===== src/inc/mirb_defs.svh =====
// register indices, bit positions, codes and reset values of the interrupt bank
`ifndef MIRB_DEFS_SVH
`define MIRB_DEFS_SVH

`define MIRB_REG_EDGE      3'h0
`define MIRB_REG_CTRL0     3'h1
`define MIRB_REG_CTRL1     3'h2
`define MIRB_REG_CTRL2     3'h3
`define MIRB_REG_GRPA      3'h4
`define MIRB_REG_GRPB      3'h5

`define MIRB_B_GLOBAL      0
`define MIRB_B_EXT_EN      1
`define MIRB_B_TOUCH_EN    2
`define MIRB_B_GRP0_EN     3
`define MIRB_B_EXT_F       4
`define MIRB_B_TOUCH_F     5
`define MIRB_B_GRP0_F      6

`define MIRB_B_SERIAL_EN   0
`define MIRB_B_TBA_EN      1
`define MIRB_B_TBB_EN      2
`define MIRB_B_EEP_EN      3
`define MIRB_B_SERIAL_F    4
`define MIRB_B_TBA_F       5
`define MIRB_B_TBB_F       6
`define MIRB_B_EEP_F       7

`define MIRB_B_GRP1_EN     0
`define MIRB_B_GRP1_F      4

`define MIRB_B_TMR_P_EN    0
`define MIRB_B_TMR_A_EN    1
`define MIRB_B_TMR_P_F     4
`define MIRB_B_TMR_A_F     5

`define MIRB_F_EDGE_HI     1
`define MIRB_F_EDGE_LO     0

`define MIRB_EDGE_OFF      2'h0
`define MIRB_EDGE_RISE     2'h1
`define MIRB_EDGE_FALL     2'h2
`define MIRB_EDGE_BOTH     2'h3

`define MIRB_VEC_EXT       3'h0
`define MIRB_VEC_TOUCH     3'h1
`define MIRB_VEC_GRP0      3'h2
`define MIRB_VEC_SERIAL    3'h3
`define MIRB_VEC_TBA       3'h4
`define MIRB_VEC_TBB       3'h5
`define MIRB_VEC_EEP       3'h6
`define MIRB_VEC_GRP1      3'h7

`define MIRB_RESET_BYTE    8'h00

`endif


===== src/inc/mirb_pkg.sv =====
// types of the interrupt request and enable bank
`default_nettype none
package mirb_pkg;

  typedef struct packed {
    logic [1:0] edge_sel;
    logic       global_en;
    logic       ext_f;
    logic       touch_f;
    logic       grp0_f;
    logic       grp1_f;
    logic       serial_f;
    logic       tba_f;
    logic       tbb_f;
    logic       eep_f;
    logic       pa_f;
    logic       pp_f;
    logic       ca_f;
    logic       cp_f;
    logic       ext_en;
    logic       touch_en;
    logic       grp0_en;
    logic       grp1_en;
    logic       serial_en;
    logic       tba_en;
    logic       tbb_en;
    logic       eep_en;
    logic       pa_en;
    logic       pp_en;
    logic       ca_en;
    logic       cp_en;
    logic       pin_meta;
    logic       pin_sync;
    logic       pin_prev;
    logic [7:0] rdata;
  } mirb_state_t;

endpackage
`default_nettype wire


===== src/core/mirb_bank.sv =====
// interrupt request flags, enables and edge select of the microcontroller
`timescale 1ns/10ps
`default_nettype none
`include "mirb_defs.svh"

// What this block does
// - edge select off, rise, fall or both
// - control0 bit 0 is global enable
// - control0 holds group0, touch, pin flags/enables
// - large variant: control2 group1 flag/enable
// - large variant: compact timer A/P flags, enables
// - unimplemented bits read zero, ignore writes
// - hardware sets flags; software writes enables
// - accept pin and internal source requests
// - request taken only when own enable set
// - servicing clears global enable automatically
// - group flag set when an enabled member flag sets
// - servicing group clears only group flag
module mirb_bank
  import mirb_pkg::*;
#(
  parameter bit LARGE_VARIANT = 1'b1
)
(
  input  wire logic       clock,
  input  wire logic       nrst,
  input  wire logic [2:0] reg_sel,
  input  wire logic       reg_wr,
  input  wire logic       reg_rd,
  input  wire logic [7:0] reg_wdata,
  output logic      [7:0] reg_rdata,
  input  wire logic       ext_pin,
  input  wire logic       touch_evt,
  input  wire logic       serial_evt,
  input  wire logic       tba_evt,
  input  wire logic       tbb_evt,
  input  wire logic       eeprom_evt,
  input  wire logic       pa_evt,
  input  wire logic       pp_evt,
  input  wire logic       ca_evt,
  input  wire logic       cp_evt,
  input  wire logic       irq_ack,
  input  wire logic [2:0] irq_ack_vec,
  output logic      [7:0] irq_pending,
  output logic            irq_request
);

  mirb_state_t st;
  mirb_state_t next_st;

  logic wr_edge;
  logic wr_ctrl0;
  logic wr_ctrl1;
  logic wr_ctrl2;
  logic wr_grpa;
  logic wr_grpb;
  logic pin_rise;
  logic pin_fall;
  logic ext_evt;
  logic [7:0] ack_hit;
  logic [7:0] rd_mux;

  // set beats a clear arriving in the same cycle, so no event is lost
  // order: service clear, then software write, then hardware set
  function automatic logic mirb_flag(
    input logic cur,
    input logic wr_hit,
    input logic wr_bit,
    input logic set_evt,
    input logic ack_clr
  );
    logic r;
    r = cur;
    if (ack_clr)
    begin
      r = 1'b0;
    end
    if (wr_hit)
    begin
      r = wr_bit;
    end
    mirb_flag = r | set_evt;
  endfunction

  // small part: control2 and timer group b ignore writes and read zero
  assign wr_edge  = reg_wr && (reg_sel == `MIRB_REG_EDGE);
  assign wr_ctrl0 = reg_wr && (reg_sel == `MIRB_REG_CTRL0);
  assign wr_ctrl1 = reg_wr && (reg_sel == `MIRB_REG_CTRL1);
  assign wr_ctrl2 = reg_wr && (reg_sel == `MIRB_REG_CTRL2) && LARGE_VARIANT;
  assign wr_grpa  = reg_wr && (reg_sel == `MIRB_REG_GRPA);
  assign wr_grpb  = reg_wr && (reg_sel == `MIRB_REG_GRPB) && LARGE_VARIANT;

  // edge found on the second synchroniser stage only
  // pin history resets low: a pin already high at release reads as a rise
  // about three cycles later; harmless unless edge select is written first
  assign pin_rise = st.pin_sync & ~st.pin_prev;
  assign pin_fall = ~st.pin_sync & st.pin_prev;

  always_comb
  begin
    case (st.edge_sel)
      `MIRB_EDGE_OFF:  ext_evt = 1'b0;
      `MIRB_EDGE_RISE: ext_evt = pin_rise;
      `MIRB_EDGE_FALL: ext_evt = pin_fall;
      `MIRB_EDGE_BOTH: ext_evt = pin_rise | pin_fall;
      default:         ext_evt = 1'b0;
    endcase
  end

  // only vectors with a flag of their own are cleared; timer members never are
  always_comb
  begin
    ack_hit = 8'h00;
    if (irq_ack)
    begin
      ack_hit[irq_ack_vec] = 1'b1;
    end
  end

  // a vector is offered only with its own enable and the global enable
  always_comb
  begin
    irq_pending                 = 8'h00;
    irq_pending[`MIRB_VEC_EXT]    = st.ext_f & st.ext_en;
    irq_pending[`MIRB_VEC_TOUCH]  = st.touch_f & st.touch_en;
    irq_pending[`MIRB_VEC_GRP0]   = st.grp0_f & st.grp0_en;
    irq_pending[`MIRB_VEC_SERIAL] = st.serial_f & st.serial_en;
    irq_pending[`MIRB_VEC_TBA]    = st.tba_f & st.tba_en;
    irq_pending[`MIRB_VEC_TBB]    = st.tbb_f & st.tbb_en;
    irq_pending[`MIRB_VEC_EEP]    = st.eep_f & st.eep_en;
    irq_pending[`MIRB_VEC_GRP1]   = st.grp1_f & st.grp1_en & LARGE_VARIANT;
    if (!st.global_en)
    begin
      irq_pending = 8'h00;
    end
  end

  assign irq_request = |irq_pending;

  // read data is registered, one cycle behind the strobe, held until the next read
  always_comb
  begin
    rd_mux = `MIRB_RESET_BYTE;
    case (reg_sel)
      `MIRB_REG_EDGE:
      begin
        rd_mux[`MIRB_F_EDGE_HI:`MIRB_F_EDGE_LO] = st.edge_sel;
      end
      `MIRB_REG_CTRL0:
      begin
        rd_mux[`MIRB_B_GLOBAL]   = st.global_en;
        rd_mux[`MIRB_B_EXT_EN]   = st.ext_en;
        rd_mux[`MIRB_B_TOUCH_EN] = st.touch_en;
        rd_mux[`MIRB_B_GRP0_EN]  = st.grp0_en;
        rd_mux[`MIRB_B_EXT_F]    = st.ext_f;
        rd_mux[`MIRB_B_TOUCH_F]  = st.touch_f;
        rd_mux[`MIRB_B_GRP0_F]   = st.grp0_f;
      end
      `MIRB_REG_CTRL1:
      begin
        rd_mux[`MIRB_B_SERIAL_EN] = st.serial_en;
        rd_mux[`MIRB_B_TBA_EN]    = st.tba_en;
        rd_mux[`MIRB_B_TBB_EN]    = st.tbb_en;
        rd_mux[`MIRB_B_EEP_EN]    = st.eep_en;
        rd_mux[`MIRB_B_SERIAL_F]  = st.serial_f;
        rd_mux[`MIRB_B_TBA_F]     = st.tba_f;
        rd_mux[`MIRB_B_TBB_F]     = st.tbb_f;
        rd_mux[`MIRB_B_EEP_F]     = st.eep_f;
      end
      `MIRB_REG_CTRL2:
      begin
        rd_mux[`MIRB_B_GRP1_EN] = st.grp1_en & LARGE_VARIANT;
        rd_mux[`MIRB_B_GRP1_F]  = st.grp1_f & LARGE_VARIANT;
      end
      `MIRB_REG_GRPA:
      begin
        rd_mux[`MIRB_B_TMR_P_EN] = st.pp_en;
        rd_mux[`MIRB_B_TMR_A_EN] = st.pa_en;
        rd_mux[`MIRB_B_TMR_P_F]  = st.pp_f;
        rd_mux[`MIRB_B_TMR_A_F]  = st.pa_f;
      end
      `MIRB_REG_GRPB:
      begin
        rd_mux[`MIRB_B_TMR_P_EN] = st.cp_en & LARGE_VARIANT;
        rd_mux[`MIRB_B_TMR_A_EN] = st.ca_en & LARGE_VARIANT;
        rd_mux[`MIRB_B_TMR_P_F]  = st.cp_f & LARGE_VARIANT;
        rd_mux[`MIRB_B_TMR_A_F]  = st.ca_f & LARGE_VARIANT;
      end
      default:
      begin
        rd_mux = `MIRB_RESET_BYTE;
      end
    endcase
  end

  always_comb
  begin
    next_st = st;

    next_st.pin_meta = ext_pin;
    next_st.pin_sync = st.pin_meta;
    next_st.pin_prev = st.pin_sync;

    if (wr_edge)
    begin
      next_st.edge_sel = reg_wdata[`MIRB_F_EDGE_HI:`MIRB_F_EDGE_LO];
    end

    // servicing drops the global enable; a same-cycle write still lands
    if (irq_ack)
    begin
      next_st.global_en = 1'b0;
    end
    if (wr_ctrl0)
    begin
      next_st.global_en = reg_wdata[`MIRB_B_GLOBAL];
      next_st.ext_en    = reg_wdata[`MIRB_B_EXT_EN];
      next_st.touch_en  = reg_wdata[`MIRB_B_TOUCH_EN];
      next_st.grp0_en   = reg_wdata[`MIRB_B_GRP0_EN];
    end
    if (wr_ctrl1)
    begin
      next_st.serial_en = reg_wdata[`MIRB_B_SERIAL_EN];
      next_st.tba_en    = reg_wdata[`MIRB_B_TBA_EN];
      next_st.tbb_en    = reg_wdata[`MIRB_B_TBB_EN];
      next_st.eep_en    = reg_wdata[`MIRB_B_EEP_EN];
    end
    if (wr_ctrl2)
    begin
      next_st.grp1_en = reg_wdata[`MIRB_B_GRP1_EN];
    end
    if (wr_grpa)
    begin
      next_st.pp_en = reg_wdata[`MIRB_B_TMR_P_EN];
      next_st.pa_en = reg_wdata[`MIRB_B_TMR_A_EN];
    end
    if (wr_grpb)
    begin
      next_st.cp_en = reg_wdata[`MIRB_B_TMR_P_EN];
      next_st.ca_en = reg_wdata[`MIRB_B_TMR_A_EN];
    end

    // source flags: hardware sets, software writes, service clears own vector
    next_st.ext_f    = mirb_flag(st.ext_f, wr_ctrl0, reg_wdata[`MIRB_B_EXT_F],
                                 ext_evt, ack_hit[`MIRB_VEC_EXT]);
    next_st.touch_f  = mirb_flag(st.touch_f, wr_ctrl0, reg_wdata[`MIRB_B_TOUCH_F],
                                 touch_evt, ack_hit[`MIRB_VEC_TOUCH]);
    next_st.serial_f = mirb_flag(st.serial_f, wr_ctrl1, reg_wdata[`MIRB_B_SERIAL_F],
                                 serial_evt, ack_hit[`MIRB_VEC_SERIAL]);
    next_st.tba_f    = mirb_flag(st.tba_f, wr_ctrl1, reg_wdata[`MIRB_B_TBA_F],
                                 tba_evt, ack_hit[`MIRB_VEC_TBA]);
    next_st.tbb_f    = mirb_flag(st.tbb_f, wr_ctrl1, reg_wdata[`MIRB_B_TBB_F],
                                 tbb_evt, ack_hit[`MIRB_VEC_TBB]);
    next_st.eep_f    = mirb_flag(st.eep_f, wr_ctrl1, reg_wdata[`MIRB_B_EEP_F],
                                 eeprom_evt, ack_hit[`MIRB_VEC_EEP]);

    // timer flags are never cleared by service, software must do it
    next_st.pa_f = mirb_flag(st.pa_f, wr_grpa, reg_wdata[`MIRB_B_TMR_A_F],
                             pa_evt, 1'b0);
    next_st.pp_f = mirb_flag(st.pp_f, wr_grpa, reg_wdata[`MIRB_B_TMR_P_F],
                             pp_evt, 1'b0);
    next_st.ca_f = mirb_flag(st.ca_f, wr_grpb, reg_wdata[`MIRB_B_TMR_A_F],
                             ca_evt & LARGE_VARIANT, 1'b0);
    next_st.cp_f = mirb_flag(st.cp_f, wr_grpb, reg_wdata[`MIRB_B_TMR_P_F],
                             cp_evt & LARGE_VARIANT, 1'b0);

    // group flag follows a member flag going from clear to set with its enable
    next_st.grp0_f = mirb_flag(st.grp0_f, wr_ctrl0, reg_wdata[`MIRB_B_GRP0_F],
                               (next_st.pa_f & ~st.pa_f & st.pa_en) |
                               (next_st.pp_f & ~st.pp_f & st.pp_en),
                               ack_hit[`MIRB_VEC_GRP0]);
    next_st.grp1_f = mirb_flag(st.grp1_f, wr_ctrl2, reg_wdata[`MIRB_B_GRP1_F],
                               (next_st.ca_f & ~st.ca_f & st.ca_en) |
                               (next_st.cp_f & ~st.cp_f & st.cp_en),
                               ack_hit[`MIRB_VEC_GRP1]) & LARGE_VARIANT;

    if (reg_rd)
    begin
      next_st.rdata = rd_mux;
    end
  end

  // one register stage for the whole state record
  always_ff @(posedge clock or negedge nrst)
  begin
    if (!nrst)
    begin
      st <= '0;
    end
    else
    begin
      st <= next_st;
    end
  end

  assign reg_rdata = st.rdata;

endmodule
`default_nettype wire


===== config.mk =====
export PLATFORM = sky130hd
export DESIGN_NAME = mirb_bank
export DESIGN_NICKNAME = d
export VERILOG_FILES = /design/src/inc/mirb_pkg.sv /design/src/core/mirb_bank.sv
export VERILOG_INCLUDE_DIRS = /design/src /design/src/inc
export SDC_FILE = /design/constraint.sdc
export NUM_CORES = 1
export LEC_CHECK = 0
export BUFFER_PORTS_ARGS = -buffer_cell sky130_fd_sc_hd__clkbuf_2
export CAP_MARGIN = 0
export CORE_MARGIN = 5
export CORE_UTILIZATION = 54
export DETAILED_ROUTE_END_ITERATION = 8
export PLACE_DENSITY = 0.79
export SKIP_LAST_GASP = 1
export SYNTH_ARGS = -nofsm -noshare
export SYNTH_HDL_FRONTEND = slang
export SYNTH_SLANG_ARGS = --single-unit
export TNS_END_PERCENT = 20

===== constraint.sdc =====
create_clock -name clock -period 1.8 [get_ports clock]
set_clock_uncertainty 0.2 [all_clocks]
set_input_delay 0.18 -clock clock [delete_from_list [all_inputs] [get_ports clock]]
set_output_delay 0.18 -clock clock [all_outputs]
set_load 0.03 [all_outputs]

==> flow_summary.toml <==
[layout]
area_delta_synth_final_pct = 27.1
fin_util_pct = 69.9
fin_area_um2 = 2760
fin_nets = 302
layout_common_cells = "clkbuf_2 (44), dfrtp_1 (37), nand2_1 (21), dlygate4sd3_1 (21)"
final_common_cell = "clkbuf_2"
final_cells = 320
antenna_cells = 0
drive_gt1_share_pct = 35.6

[pwr]
pwr-share-clk_pct = 28.2
pwr-share-comb_pct = 22.3
power.density_nw_per_um2 = 793
p_sw_mw = 0.659
switching_share_pct = 30.2
seq_power_share_pct = 49.5
ir_drop_uv = 580
internal_power_mw = 1.52
power.total_mw = 2.18
p_leak_nw = 1.29

[synthesis]
yosys_warnings = 0
seq_area_frac_synth_pct = 43.9
synthFlopType = "dfrtp_1"
syn_nets = 235
synthCells = 202
synth_cell_types = 44
synth-edff-count = 0
async_flop_share_pct = 100
synth_area_um2 = 2170
avgSynthCellArea_um2 = 10.7
ys_ff_latch = 38

[routing]
wire_per_inst_um = 17.6
vias = 1852
drc_errors = 0
route.antenna.remaining_nets = 0
vias_per_cell = 5.79
drtIter0Drc = 179
finalWirelength_um = 5640
drt-pass1-iter-count = 4

[global_routing]
grt_pass1_wl_um = 9030
grt_max_degree = 39
antenna_found_initial = 0
grt_overflow = 0
globalRouteTotalUtil_pct = 22.2
first_global_vias = 1864

[place]
port_buffers = 45
dp.cells = 287
dpl-instance-area_um2 = 2370
gp_congestion = 0.841
dp.final_hpwl_um = 3840
pre_cts_ws_ps = 152

[worst_setup_path]
cp-end-kind = "output port"
r2r_setup_slack_ps = 60
rr_worst_depth = 3
cp.arrival_ps = 1550
startpoint_type = "flip-flop"
rr_startpoint = "st[25]$_DFF_PN0_"
path_delay_family = "simple AND/OR/NAND/NOR gates"
path_max_fanout = 6
cp_slowest_stage_delay_ps = 450
crit_type = "reg -> out"
worstPathRequired_ps = 1420
r2r-end = "st[25]$_DFF_PN0_"
critical_path.most_common_cell = "buf_6"
worstPathCellList = "buf_6, and3_4, nor4_4, nand2_1, buf_6"
slowest_stage = "dfrtp_2"
critPathBufInv = 2

[run_status]
violations = "negative setup slack"
status = "finished with violations"

[floorplanning]
core_um2 = 3940
die_w_um = 73.4
rows = 23
num_io_pins = 46
initial_utilization_pct = 55.0
die-area_um2 = 5380
die_h_um = 73.4

[hold_path]
holdPathStages = 2
hp-start = "reg_wdata[5]"
hp-class = "in -> reg"
worstHoldEndpoint = "st[33]$_DFF_PN0_"

[timing]
period_share_pct = 107
fin_ws_ps = -126
setup_tns_ps = -126
tightest_slew_ps = 481
slew_viol_final = 0
whs_ps = 3.80
slew_headroom_pct = 67.9
setup_viol = 1
rsz0062_at_grt = "yes"
fin_crit_ps = 1930
hold_viol_final = 0
fmax_mhz = 519

[clocking]
cts_tree = "yes"
cts_buffers = 5
cts_num_sinks = 38
h-tree-depth = 2
root_buffer = "clkbuf_8"
insertion_delay_ps = 300
cts.reportedPaths.clkPinSlew_ps = 80
clock_path_buffers = 2

[flow_run]
drv_cap = 0
==> layout make-up <==
class | count | area (µm²)
Fill cell | 290 | 1190
Multi-Input combinational cell | 135 | 1080
Tap cell | 50 | 62.6
Clock buffer | 7 | 86.3
Inverter | 12 | 45.0
Sequential cell | 38 | 952
Clock inverter | 1 | 5.00
Timing Repair Buffer | 77 | 528
==> power groups by stage <==
stage | Sequential [mW] | Combinational, mW | Clock [mW]
3_3_place_gp | 1.09 | 0.418 | 0
5_1_grt | 1.09 | 0.532 | 0.658
4_1_cts | 1.07 | 0.471 | 0.624
2_1_floorplan | 1.05 | 0.332 | 0
6_report | 1.08 | 0.487 | 0.616
3_5_place_dp | 1.09 | 0.432 | 0
==> metal layers <==
layer / vias to the layer above / wire [µm] / track usage, % / part of all wire, %
li1: 863 / - / - / -
met1: 887 / 2300 / 28.7 / 41
met2: 82 / 2760 / 34.9 / 49
met3: 20 / 414 / 6.16 / 7.3
met4: 0 / 171 / 9.46 / 3.0
met5: - / 0 / 0 / 0
==> worst max-delay path by stage <==
| stage | start | to | cells after the start |
|---|---|---|---|
| final | st[35]$_DFFE_PN0P_ | irq_request | 5 |
| after global routing | st[35]$_DFFE_PN0P_ | irq_request | 5 |
| after CTS | st[35]$_DFFE_PN0P_ | irq_request | 4 |
| after detailed placement | reg_sel[2] | reg_rdata[5]$_DFFE_PN0P_ | 5 |
| after global placement | reg_sel[0] | reg_rdata[1]$_DFFE_PN0P_ | 3 |
| after floorplan | st[35]$_DFFE_PN0P_ | irq_request | 3 |
==> registers in the layout (all words and copies together) (netlist names) <==
| signal | flops |
|---|---|
| st | 28 |
| next_st | 2 |
| reg_rdata | 8 |
==> logic make-up after synthesis <==
kind of cell	share of synthesized area, %
AOI/OAI and AO/OA	14.8
adders and majority gates	2.31
buffers and inverters	8.60
DFF	43.9
muxes	8.77
and+or+nand+nor	21.6
==> synthesized netlist by cell type (5+ instances only) <==
cell type / count / area, µm²
buf_6: 5 / 56.3
buf_4: 8 / 60.1
nor2b_1: 5 / 31.3
dfrtp_1: 38 / 951
and3b_1: 5 / 43.8
nor2_1: 6 / 22.5
o21ai_0: 9 / 45.0
nand2_1: 21 / 78.8
a21oi_1: 6 / 30.0
o211ai_1: 6 / 45.0
nand2b_1: 5 / 31.3
inv_1: 12 / 45.0
mux2_2: 12 / 135
and3_1: 8 / 50.1
==> what timing repair did <==
| item | CTS | global route |
|---|---|---|
| setup buffers | 0 | 4 |
| hold buffers | 21 | 0 |
| pin swaps | 0 | 3 |
| gates resized for setup | 3 | 11 |
| endpoints found under the hold margin | 55 | 0 |
| setup endpoints to repair | 1 | 4 |
Note: power is estimated with default switching activity, not from simulation.
